==> src/rtl/eeprom_pgm_pkg.sv <==
// Purpose: Shared constants and carrier types for the EEPROM program/erase control block.
// Assumes: 8-bit register port, 128-byte array in four 32-byte blocks.
// Notes:   Array addresses are 7-bit offsets within the EEPROM window.
package eeprom_pgm_pkg;

    localparam int          ADDR_W        = 7;
    localparam int          DATA_W        = 8;
    localparam logic [1:0]  REG_CTRL      = 2'h0;
    localparam logic [1:0]  REG_LATCHED   = 2'h1;
    localparam logic [1:0]  REG_LDATA     = 2'h2;
    localparam logic [7:0]  CTRL_RESET    = 8'h00;
    localparam logic [7:0]  RD_ZERO       = 8'h00;
    localparam int          BIT_PGM       = 0;
    localparam int          BIT_RC        = 1;
    localparam int          BIT_CAPTURE   = 2;
    localparam int          BIT_ER_LO     = 3;
    localparam int          BIT_ER_HI     = 4;
    localparam int          BIT_PUMP      = 6;
    localparam int          BIT_LVI       = 7;
    localparam int          BLOCK_LSB     = 5;
    localparam int          RC_DIV_DEF    = 4;

    typedef enum logic [1:0] {
        MODE_PROGRAM,
        MODE_BYTE_ERASE,
        MODE_BLOCK_ERASE,
        MODE_BULK_ERASE
    } erase_mode_t;

    typedef struct packed {
        logic                  wr;
        logic                  rd;
        logic [ADDR_W-1:0]     addr;
        logic [DATA_W-1:0]     wdata;
    } array_req_t;

    typedef struct packed {
        logic                  pump_on;
        logic                  power_on;
        logic                  rc_clk_sel;
        erase_mode_t           mode;
        logic [ADDR_W-1:0]     addr;
        logic [ADDR_W-1:0]     addr_mask;
        logic [DATA_W-1:0]     data;
    } array_ctrl_t;

endpackage

==> src/rtl/rc_clock_sel.sv <==
// Purpose: Chooses the array clock tick source: CPU clock or internal RC oscillator tick.
// Assumes: RC oscillator modelled as a free divider of clk; with use_rc set, tick is a one-cycle pulse every DIV clocks.
// Notes:   Output is registered so the switch never glitches mid-cycle.
`timescale 1ns/10ps
module rc_clock_sel #(
    parameter int DIV = eeprom_pgm_pkg::RC_DIV_DEF
) (
    input  wire logic clk,
    input  wire logic rst,
    input  wire logic use_rc,
    output logic      tick
);
    logic [7:0] cnt_q;
    logic [7:0] cnt_d;
    logic       tick_q;
    logic       tick_d;

    always_comb begin
        cnt_d  = (cnt_q == 8'(DIV - 1)) ? 8'h00 : cnt_q + 8'h01;
        tick_d = use_rc ? (cnt_q == 8'h00) : 1'b1;
    end

    always_ff @(posedge clk) begin
        if (rst) begin
            cnt_q  <= 8'h00;
            tick_q <= 1'b0;
        end else begin
            cnt_q  <= cnt_d;
            tick_q <= tick_d;
        end
    end

    assign tick = tick_q;
endmodule

==> src/rtl/eeprom_pgm_ctrl.sv <==
// Purpose: Programming control register and array bus capture for on-chip EEPROM.
// Assumes: Register port: reg_addr, reg_wdata, reg_wr, reg_rd; read data one cycle later.
// Notes:   Inhibit flag is an asynchronous analog level and is synchronised first.
//
// The implementer's own choices: the register offsets and the address-and-strobe port.
`timescale 1ns/10ps
module eeprom_pgm_ctrl (
    input  wire logic                                clk,
    input  wire logic                                rst,
    input  wire logic [1:0]                          reg_addr,
    input  wire logic [7:0]                          reg_wdata,
    input  wire logic                                reg_wr,
    input  wire logic                                reg_rd,
    output logic      [7:0]                          reg_rdata,
    input  wire logic                                low_voltage_inhibit_in,
    input  wire eeprom_pgm_pkg::array_req_t          cpu_req,
    output eeprom_pgm_pkg::array_req_t               array_req,
    output logic                                     read_inhibit,
    output eeprom_pgm_pkg::array_ctrl_t              array_ctrl,
    output logic                                     array_tick
);

    ////////////////////////////////////////////////////////////////////////////
    // Inhibit flag synchroniser
    logic lvi_meta_q;
    logic lvi_q;
    logic lvi_meta_d;
    logic lvi_d;

    always_comb begin
        lvi_meta_d = low_voltage_inhibit_in;
        lvi_d      = lvi_meta_q;
    end

    always_ff @(posedge clk) begin
        if (rst) begin
            lvi_meta_q <= 1'b0;
            lvi_q      <= 1'b0;
        end else begin
            lvi_meta_q <= lvi_meta_d;
            lvi_q      <= lvi_d;
        end
    end

    ////////////////////////////////////////////////////////////////////////////
    // Control register
    logic [7:0] ctrl_q;
    logic [7:0] ctrl_d;
    logic       wr_ctrl;

    always_comb begin
        wr_ctrl = reg_wr && (reg_addr == eeprom_pgm_pkg::REG_CTRL);
        ctrl_d  = ctrl_q;
        if (wr_ctrl) begin
            ctrl_d[eeprom_pgm_pkg::BIT_RC]      = reg_wdata[eeprom_pgm_pkg::BIT_RC];
            ctrl_d[eeprom_pgm_pkg::BIT_CAPTURE] = reg_wdata[eeprom_pgm_pkg::BIT_CAPTURE];
            ctrl_d[eeprom_pgm_pkg::BIT_ER_LO]   = reg_wdata[eeprom_pgm_pkg::BIT_ER_LO];
            ctrl_d[eeprom_pgm_pkg::BIT_ER_HI]   = reg_wdata[eeprom_pgm_pkg::BIT_ER_HI];
            ctrl_d[eeprom_pgm_pkg::BIT_PUMP]    = reg_wdata[eeprom_pgm_pkg::BIT_PUMP] && !lvi_q;
            // Power write only counts when capture was already set before this write
            if (ctrl_q[eeprom_pgm_pkg::BIT_CAPTURE]) begin
                ctrl_d[eeprom_pgm_pkg::BIT_PGM] = reg_wdata[eeprom_pgm_pkg::BIT_PGM];
            end
        end
        if (lvi_q) begin
            ctrl_d = eeprom_pgm_pkg::CTRL_RESET;
        end
        ctrl_d[eeprom_pgm_pkg::BIT_LVI] = 1'b0;
    end

    always_ff @(posedge clk) begin
        if (rst) begin
            ctrl_q <= eeprom_pgm_pkg::CTRL_RESET;
        end else begin
            ctrl_q <= ctrl_d;
        end
    end

    ////////////////////////////////////////////////////////////////////////////
    // Array bus capture
    logic                                      capture;
    logic                                      held_q;
    logic                                      held_d;
    logic [eeprom_pgm_pkg::ADDR_W-1:0]         laddr_q;
    logic [eeprom_pgm_pkg::ADDR_W-1:0]         laddr_d;
    logic [eeprom_pgm_pkg::DATA_W-1:0]         ldata_q;
    logic [eeprom_pgm_pkg::DATA_W-1:0]         ldata_d;
    eeprom_pgm_pkg::array_req_t                areq_q;
    eeprom_pgm_pkg::array_req_t                areq_d;

    always_comb begin
        capture = ctrl_q[eeprom_pgm_pkg::BIT_CAPTURE];
        held_d  = capture && (held_q || cpu_req.wr);
        laddr_d = laddr_q;
        ldata_d = ldata_q;
        if (capture && cpu_req.wr) begin
            laddr_d = cpu_req.addr;
            ldata_d = cpu_req.wdata;
        end
        if (!capture) begin
            areq_d = cpu_req;
        end else begin
            // Array only sees the captured address and data; CPU writes are blocked, CPU reads pass until a write is held
            areq_d       = '0;
            areq_d.addr  = laddr_d;
            areq_d.wdata = ldata_d;
            areq_d.rd    = cpu_req.rd && !held_d;
        end
    end

    always_ff @(posedge clk) begin
        if (rst) begin
            held_q  <= 1'b0;
            laddr_q <= '0;
            ldata_q <= '0;
            areq_q  <= '0;
        end else begin
            held_q  <= held_d;
            laddr_q <= laddr_d;
            ldata_q <= ldata_d;
            areq_q  <= areq_d;
        end
    end

    ////////////////////////////////////////////////////////////////////////////
    // Array control outputs
    eeprom_pgm_pkg::array_ctrl_t actl_q;
    eeprom_pgm_pkg::array_ctrl_t actl_d;
    logic                        inh_q;
    logic                        inh_d;

    always_comb begin
        actl_d            = '0;
        actl_d.pump_on    = ctrl_d[eeprom_pgm_pkg::BIT_PUMP];
        actl_d.power_on   = ctrl_d[eeprom_pgm_pkg::BIT_PGM];
        actl_d.rc_clk_sel = ctrl_d[eeprom_pgm_pkg::BIT_RC];
        actl_d.mode       = eeprom_pgm_pkg::erase_mode_t'({ctrl_d[eeprom_pgm_pkg::BIT_ER_HI],
                                                           ctrl_d[eeprom_pgm_pkg::BIT_ER_LO]});
        actl_d.addr       = laddr_d;
        actl_d.data       = ldata_d;
        case (actl_d.mode)
            eeprom_pgm_pkg::MODE_BLOCK_ERASE: begin
                actl_d.addr_mask = eeprom_pgm_pkg::ADDR_W'((1 << eeprom_pgm_pkg::BLOCK_LSB) - 1);
            end
            eeprom_pgm_pkg::MODE_BULK_ERASE: begin
                actl_d.addr_mask = '1;
            end
            default: begin
                actl_d.addr_mask = '0;
            end
        endcase
        inh_d = held_d;
    end

    always_ff @(posedge clk) begin
        if (rst) begin
            actl_q <= '0;
            inh_q  <= 1'b0;
        end else begin
            actl_q <= actl_d;
            inh_q  <= inh_d;
        end
    end

    rc_clock_sel u_rc_sel (
        .clk    (clk),
        .rst    (rst),
        .use_rc (ctrl_q[eeprom_pgm_pkg::BIT_RC]),
        .tick   (array_tick)
    );

    ////////////////////////////////////////////////////////////////////////////
    // Register read port
    logic [7:0] rdata_q;
    logic [7:0] rdata_d;

    always_comb begin
        rdata_d = eeprom_pgm_pkg::RD_ZERO;
        if (reg_rd) begin
            case (reg_addr)
                eeprom_pgm_pkg::REG_CTRL: begin
                    rdata_d                          = ctrl_q;
                    rdata_d[eeprom_pgm_pkg::BIT_LVI] = lvi_q;
                end
                eeprom_pgm_pkg::REG_LATCHED: begin
                    rdata_d = 8'(laddr_q);
                end
                eeprom_pgm_pkg::REG_LDATA: begin
                    rdata_d = ldata_q;
                end
                default: begin
                    rdata_d = eeprom_pgm_pkg::RD_ZERO;
                end
            endcase
        end
    end

    always_ff @(posedge clk) begin
        if (rst) begin
            rdata_q <= eeprom_pgm_pkg::RD_ZERO;
        end else begin
            rdata_q <= rdata_d;
        end
    end

    assign reg_rdata    = rdata_q;
    assign array_req    = areq_q;
    assign read_inhibit = inh_q;
    assign array_ctrl   = actl_q;

endmodule

==> config.mk <==
export PLATFORM = sky130hd
export DESIGN_NAME = eeprom_pgm_ctrl
export DESIGN_NICKNAME = d
export VERILOG_FILES = /design/src/rtl/eeprom_pgm_pkg.sv /design/src/rtl/rc_clock_sel.sv /design/src/rtl/eeprom_pgm_ctrl.sv
export SDC_FILE = /design/constraint.sdc
export NUM_CORES = 1
export LEC_CHECK = 0
export BUFFER_PORTS_ARGS = -buffer_cell sky130_fd_sc_hd__buf_4
export CAP_MARGIN = 0
export CORE_UTILIZATION = 45
export DETAILED_ROUTE_END_ITERATION = 10
export GPL_ROUTABILITY_DRIVEN = 1
export PLACE_DENSITY = 0.75
export SYNTH_ARGS = -nofsm -noshare
export SYNTH_HDL_FRONTEND = slang
export SYNTH_SLANG_ARGS = --single-unit
==> constraint.sdc <==
create_clock -name clk -period 2.35 [get_ports clk]
set_input_delay 0.235 -clock clk [delete_from_list [all_inputs] [get_ports clk]]
set_output_delay 0.235 -clock clk [all_outputs]
set_load 0.1 [all_outputs]
* After elaboration in Yosys (flattened, before gate mapping)
Index checks and enable logic that the tools add are counted.
** Word-level totals
- Input port bits :: 32
- Word-level logic and storage cells :: 50
- Output and inout bits :: 54
- Register bits after elaboration :: 70
** Operators by class
- Multiplexer cells :: 10
- Reduce and logical (&&, ||, !) cells :: 14
- Bitwise gates (word level) :: 1
- Equal/unequal tests :: 5
- Add/sub/neg operators :: 1
** Operator list (number)
- $pmux 8 s3 :: 1
- $mux 16 :: 1
- $mux 7 :: 2
- $pmux 7 s2 :: 1
- $add 8x1->8 const B :: 1
- $eq 8x2->1 const B :: 1
- $logic_not 8->1 :: 1
- $mux 8 :: 1
- $reduce_or 2->1 :: 4
- $eq 2x2->1 const B :: 3
- $logic_and 1x1->1 :: 5
- $mux 5 :: 1
- $mux 1 :: 3
- $eq 2x1->1 const B :: 1
- $logic_not 1->1 :: 2
- $logic_not 2->1 :: 1
- $logic_or 1x1->1 :: 1
- $not 1->1 :: 1

* Depth between registers and ports, before layout
Gate-level depths: netlist of the first run.
- Word-level depth :: 6
- Depth in mapped cells :: 6
- Depth with buffers taken out :: 4

* Hierarchy
Synthesis of the first run repeated with hierarchy kept, for this count alone.
** Second synthesis, totals
- Cells, all modules :: 268
- Area, all modules :: 2322.2 um^2
** By module, submodules not included
- eeprom_pgm_ctrl :: times used 1, sequential area each 1021.0 um^2, cells each 223, area an instance 1925.6 um^2
- rc_clock_sel :: times used 1, sequential area each 180.2 um^2, cells each 45, area an instance 396.6 um^2

* Worst setup path before layout of the first run
Ideal clock, no wire load.
- Kind :: reg2out
- Start point :: reg, netlist name array_ctrl[12]
- End point :: out array_ctrl[10] (netlist bit)
- Path buffers :: 1
- Cell stages (with the launch flop) :: 2
- Data arrival time :: 1.410 ns
- Path slack :: 0.705 ns
- Data required time :: 2.115 ns
- Path through :: dfxtp_1 buf_4
** RTL lines
- to (decl) :: line eeprom_pgm_ctrl.sv:19 : output eeprom_pgm_pkg::array_ctrl_t array_ctrl,

* Final worst setup path of the first run
- Start point :: reg ctrl_q[2]
- End point :: reg actl_q (netlist bit array_ctrl[0])
** On the way
- Cells in the longest elaborated chain, start to end :: 2
** RTL lines
- from (decl) :: line eeprom_pgm_ctrl.sv:47 : logic [7:0] ctrl_q;
- from (signal assigned) :: line eeprom_pgm_ctrl.sv:73 : ctrl_q <= eeprom_pgm_pkg::CTRL_RESET;
- from (signal assigned) :: line eeprom_pgm_ctrl.sv:75 : ctrl_q <= ctrl_d;
- $logic_and 1x1->1 :: line eeprom_pgm_ctrl.sv:96 : if (capture && cpu_req.wr) begin
- $mux 8 :: line eeprom_pgm_ctrl.sv:96
- to (signal assigned) :: line eeprom_pgm_ctrl.sv:160 : actl_q <= actl_d;
- to (decl) :: line eeprom_pgm_ctrl.sv:127 : eeprom_pgm_pkg::array_ctrl_t actl_q;
Every way passes these cells.
A chain may end at the register's enable or synchronous reset.

==> results.md, run 1 <==
- Gr ovfl total: 0
- DIE HEIGHT: 74.01 microns
- Seq cells post-synth: 60
- Pre-antenna DRT Iters: 4
- Hold Path Origin: low_voltage_inhibit_in
- Clock Sinks: 60
- DP Worst Slack: 0.9781 ns
- Hold Path Class: input pin to flip-flop
- Post-synth ARST share: 0%
- Layout Utilization: 63.30%
- Post-synth EDFFs: 0
- Initial Util: 48.13%
- First-pass GRT wire length: 8.293 mm
- Fin. Hold Viols: 0
- Crit end category: flip-flop
- Area grow syn2layout: 31.53%
- CP Max Fanout: 15
- Port bufs: 83
- Clock latency on the worst-skew pair: 0.33 ns
- Pin count of the biggest net entering global routing: 43
- Min Tclk post-route: 1.429 ns
- All-layer global routing usage: 20.23%
- Core area: 4848 sq um
- Worst setup slack after layout: 0.9212 ns
- Syn_area_per_cell: 8.611 sq um
- Finish-stage setup viols: 0
- Via count: 2050
- H-tree lvl count: 3
- Outcome: finished clean
- Post-route ant nets: 0
- Diodes inserted: 0
- DRT iter0 DRCs: 123
- Routed wire per std cell: 12.89 microns
- Die ar.: 5477 sq um
- Final Max Slew Viols: 0
- Post-CTS Setup Bufs: 0
- RSZ-0062 raised after global routing: false
- Share of cells above drive strength 1: 32.28%
- Clk slew on worst S/H paths: 0.06 ns
- Setup_tns: 0 ns
- Num CTS Buffers: 9
- Placer Congestion: 0.8608
- WL final: 5.335 mm
- Register area share after synthesis: 51.47%
- Critical path required time: 2.60 ns
- Rows: 25
- Die Width: 74.01 microns
- Power density over the cells: 718.7 nW/um^2
- Maxcap violations: 0
- Worst hold slack: 0.1199 ns
- Vias in the first global route: 1821
- Measured slew at the worst slew-check pin: 0.5992 ns
- Max_slew headroom: 60.05%
- Hold buffer count at cts: 0
- CTS resizes: 0
- CP arrival: 1.68 ns
- I/O Pins: 86
- Reg-to-reg startpoint: ctrl_q[2]
- Placed insts: 398
- Max Fclk: 0.6999 GHz
- Post-route DRC: 0
- Synthesized Nets: 305
- CP Launch Point: ctrl_q[2]
- Ys flop type: dfxtp_1
- LEAKAGE: 1.323 nW
- Fin crit share: 60.80%
- Startpoint types: flip-flop
- CTS max path bufs: 2
- Post-layout net count: 376
- Post-Layout Cell Count: 414
- Initial antenna violation count: 0
- Peak VDD IR: 0.3825 mV
- Unique masters post-synth: 32
- Syn Inst Count: 271
- Hpwl dp: 3.778 mm
- Drt via density: 4.952
- Synthesized area: 2333 sq um
- CTS tree: yes
- Skew final: 0.008633 ns
- Yosys warning count: 0
- Clock root cell: clkbuf_8
- WS Path Type: flip-flop to flip-flop
-- power by group --
group	total (mW)	internal (mW)	switching, mW
logic	0.354	0.0926	0.262
clock network	0.785	0.404	0.381
registers	1.07	1.05	0.0190
total	2.21	1.54	0.662
-- metrics by stage --
step	power (mW)	cell area, sq um
CTS	2.220	3069
global placement	1.442	2900
floorplan	1.353	2333
detailed placement	1.445	2900
finish	2.206	3069
global route	2.283	3069
-- worst paths after layout --
kind                            slack (ns)  cells past startpoint            end
worst max-delay path                  0.92                      3  array_ctrl[0]
worst min-delay path                  0.12                      2          lvi_d
worst max register to register        0.92                      3  array_ctrl[0]
worst min register to register        0.44                      1          lvi_q
-- cell usage in the layout, fill, tap and decap left out, types with 2 or more instances in the layout --
cell,netlist,routed
nor2_1,13,13
nand3_1,6,6
or3_1,3,3
clkinv_2,0,4
ha_1,2,2
clkbuf_8,0,10
nor3b_1,2,2
a21oi_1,41,41
and2b_1,2,2
nor2b_1,3,3
buf_4,13,84
nand3b_1,3,3
o21ai_0,4,4
or2_2,7,7
nand2_1,70,70
dfxtp_1,60,60
mux2i_1,12,12
inv_1,5,5
xor2_1,2,2
-- flip-flops by register name, summed over array words and instances, names as in the netlist --
register and flops:
ctrl_q 6, read_inhibit 1, u_rc_sel.tick 1, array_ctrl 17
reg_rdata 8, u_rc_sel.cnt_q 8, array_req 17, lvi_d 1
lvi_q 1
-- layout make-up --
type / instances / area (sq um)
Fill cell: 420 / 1779
Sequential cell: 60 / 1201
Multi-Input combinational cell: 182 / 965.9
Timing Repair Buffer: 84 / 630.6
Clock buffer: 11 / 141.4
Tap cell: 67 / 83.83
Clock inverter: 5 / 27.53
Inverter: 5 / 18.77
-- critical path: stages (launching register included) --
cell,delay (ns)
dfxtp_1,0.51
and2_1,0.53
nand2_1,0.15
a21oi_1,0.16
-- synth_stat cells, drive strengths merged (2+ instances only) --
cell / number / share of area (%)
buf: 21 / 5.8
nor2b: 3 / 0.80
nand3: 6 / 1.3
o21ai: 4 / 0.86
clkbuf: 3 / 0.48
mux2i: 12 / 5.1
or2: 7 / 1.9
nand3b: 3 / 0.97
nor3b: 2 / 0.64
nor2: 13 / 2.1
inv: 5 / 0.80
a21oi: 42 / 9.2
nand2: 70 / 11
and2b: 2 / 0.64
xor2: 2 / 0.75
ha: 2 / 1.1
dfxtp: 60 / 51
or3: 3 / 0.80
-- per-layer routing --
metal | track usage, % | vias up | wire length (microns)
met2 | 33.94 | 71 | 2613
met4 | 8.333 | 0 | 94
li1 | - | 1024 | -
met5 | 0 | - | 0
met3 | 6.233 | 10 | 394
met1 | 24.08 | 945 | 2232
-- cell families (layout without fill, tap and decap cells) --
| kind of cell | after synthesis | after routing | share of synthesized area [%] |
|---|---|---|---|
| buffers and inverters | 29 | 105 | 7.131 |
| AND/OR/NAND/NOR | 115 | 115 | 22.57 |
| XOR/XNOR | 2 | 2 | 0.7508 |
| multiplexers | 12 | 12 | 5.148 |
| AO/OA/AOI/OAI | 51 | 51 | 11.85 |
| flip-flops | 60 | 60 | 51.47 |
| adder cells (fa/ha/maj) | 2 | 2 | 1.072 |
(Power assumes the default switching activity.)
==> run 2, diff against run 1 <==
--- a/config.mk
+++ b/config.mk
@@ -7,10 +7,10 @@
 export LEC_CHECK = 0
 export BUFFER_PORTS_ARGS = -buffer_cell sky130_fd_sc_hd__buf_4
 export CAP_MARGIN = 0
-export CORE_UTILIZATION = 45
+export CORE_UTILIZATION = 44
 export DETAILED_ROUTE_END_ITERATION = 10
 export GPL_ROUTABILITY_DRIVEN = 1
-export PLACE_DENSITY = 0.75
+export PLACE_DENSITY = 0.76
 export SYNTH_ARGS = -nofsm -noshare
 export SYNTH_HDL_FRONTEND = slang
 export SYNTH_SLANG_ARGS = --single-unit
==> constraint.sdc (replaced) <==
create_clock -name clk -period 1.28 [get_ports clk]
set_input_delay 0.128 -clock clk [delete_from_list [all_inputs] [get_ports clk]]
set_output_delay 0.128 -clock clk [all_outputs]
set_load 0.1 [all_outputs]
==> results.md, run 2 (synthesized netlist as in run 1, its figures left out) <==
- Placer Congestion: 0.8380 (-2.6%)
- Area grow syn2layout: 36.94%
- Diodes inserted: 0 (unchanged)
- DP Worst Slack: 0.06190 ns (-0.9162 ns)
- Fin crit share: 94.70%
- Rows: 26 (+4.0%)
- Most frequent cells in the layout: buf_4, nand2_1, dfxtp_1
- WS Path Type: flip-flop to primary output
- WP buf/inv: 1 (+1)
- Power density over the cells: 1317 nW/um^2 (+83%)
- Post-Layout Cell Count: 425 (+2.7%)
- Post-CTS Setup Bufs: 0 (unchanged)
- Post-route ant nets: 0 (unchanged)
- First-pass GRT wire length: 8.507 mm (+2.6%)
- LEAKAGE: 1.386 nW (+4.8%)
- Peak VDD IR: 0.7433 mV (+94%)
- Most common cell after layout, fill and taps aside: buf_4
- Core area: 5107 sq um (+5.3%)
- Num CTS Buffers: 9 (unchanged)
- Worst path cell trace: buf_4
- Die Width: 74.83 microns (+1.1%)
- DIE HEIGHT: 74.83 microns (+1.1%)
- Skew final: 0.005156 ns (-0.003477 ns)
- WL final: 5.483 mm (+2.8%)
- RSZ-0062 raised after global routing: false
- Clock Sinks: 60 (unchanged)
- Total Power: 4.208 mW (+91%)
- Layout Utilization: 62.57% (-0.74 points)
- Critical path required time: 1.15 ns (-1.45 ns)
- Hold Path Stages: 2 (unchanged)
- Startpoint types: flip-flop
- Initial antenna violation count: 0 (unchanged)
- Post-layout net count: 385 (+2.4%)
- Post-route DRC: 0 (unchanged)
- Filler cells: 437 (+4.0%)
- Pre-antenna DRT Iters: 5 (+1)
- Hold buffer count at cts: 0 (unchanged)
- Maxcap violations: 0 (unchanged)
- FF-to-FF End: u_rc_sel.cnt_q[7]
- Clk slew on worst S/H paths: 0.06 ns (about the same)
- FF-to-FF setup slack: 0.08 ns (-0.84 ns)
- CTS resizes: 0 (unchanged)
- WHS Endpoint: lvi_d
- Placed insts: 410 (+3.0%)
- Hpwl dp: 3.920 mm (+3.7%)
- Measured slew at the worst slew-check pin: 0.3345 ns (-0.2647 ns)
- Drt via density: 4.927 (-0.50%)
- Setup_tns: 0 ns (unchanged)
- Outcome: finished clean
- CTS max path bufs: 2 (unchanged)
- I/O Pins: 86 (unchanged)
- Hold Path Origin: low_voltage_inhibit_in
- Finish-stage setup viols: 0 (unchanged)
- Worst setup slack after layout: 0.06789 ns (-0.8534 ns)
- CP arrival: 1.08 ns (-0.60 ns)
- Worst path max stage delay: 0.42 ns (-0.11 ns)
- DRT iter0 DRCs: 203 (+65%)
- Reg2Reg Depth: 3 (unchanged)
- CTS tree: yes
- Max Fclk: 0.8250 GHz
- Initial Util: 45.69% (-2.4 points)
- Clock latency on the worst-skew pair: 0.33 ns (about the same)
- Min Tclk post-route: 1.212 ns
- Stages on the worst setup path: 1 (-2)
- All-layer global routing usage: 20.77% (+0.54 points)
- Share of cells above drive strength 1: 37.46% (+5.2 points)
- Die ar.: 5599 sq um (+2.2%)
- Reg-to-reg startpoint: u_rc_sel.cnt_q[3]
- Area after DPL: 2985 sq um (+2.9%)
- Vias in the first global route: 1867 (+2.5%)
- CP Max Fanout: 4 (-11)
- H-tree lvl count: 3 (unchanged)
- Worst hold slack: 0.01281 ns (-0.1071 ns)
- Hold Path Class: input pin to flip-flop
- Fin. Hold Viols: 0 (unchanged)
- Pin count of the biggest net entering global routing: 19 (-56%)
- Port bufs: 83 (unchanged)
- Crit end category: primary output
- Via count: 2094 (+2.1%)
- Clock root cell: clkbuf_8
- Routed wire per std cell: 12.90 microns (+0.11%)
- Critical-path top delay cell: dfxtp_1
- Max_slew headroom: 77.63% (+18 points)
- CP top delay family: flip-flops
- Final Max Slew Viols: 0 (unchanged)
- Gr ovfl total: 0 (unchanged)
- Final Cell Area: 3196 sq um (+4.1%)
==> run 2: changes by cell type in the layout (fill, tap and decap cells not counted), sizes merged <==
| cell | delta |
|---|---|
| buf | +9 |
| clkbuf | +3 |
| clkinv | -3 |
| clkinvlp | -1 |
==> run 2: power by group <==
group | internal (mW) | total [mW] | switching, mW | leakage, nW
Clock | 0.901 | 1.57 | 0.666 | 0.0986
Combinational | 0.190 | 0.684 | 0.494 | 0.792
Sequential | 1.92 | 1.96 | 0.0326 | 0.496
==> run 2: per-layer routing <==
layer	GRT usage [%]	share of wire, %	wire [microns]
met5	0	0	0
met4	8.386	1.8	99
met1	24.06	40	2208
met3	7.898	6.9	378
met2	34.63	51	2796
==> run 2: final cells by class <==
| class | instances | area [sq um] | area share, % |
|---|---|---|---|
| clock buffers | 14 | 182.7 | 5.717 |
| clock inverters | 1 | 5.005 | 0.1566 |
| inverters | 5 | 18.77 | 0.5873 |
| multi-input cells | 182 | 987.2 | 30.89 |
| flip-flops and latches | 60 | 1216 | 38.06 |
| well taps | 70 | 87.58 | 2.741 |
| repair buffers | 93 | 698.2 | 21.85 |
==> run 2: worst max path at each step <==
stage	from	end	slack, ns
2_1_floorplan	array_ctrl[0]	reg_rdata[0]	0.003
5_1_grt	u_rc_sel.cnt_q[0]	u_rc_sel.cnt_q[6]	0.005
4_1_cts	u_rc_sel.cnt_q[1]	u_rc_sel.cnt_q[6]	0.05
3_5_place_dp	u_rc_sel.cnt_q[1]	u_rc_sel.cnt_q[6]	0.06
6_report	array_ctrl[4]	array_ctrl[4]	0.07
3_3_place_gp	u_rc_sel.cnt_q[3]	u_rc_sel.cnt_q[2]	0.11
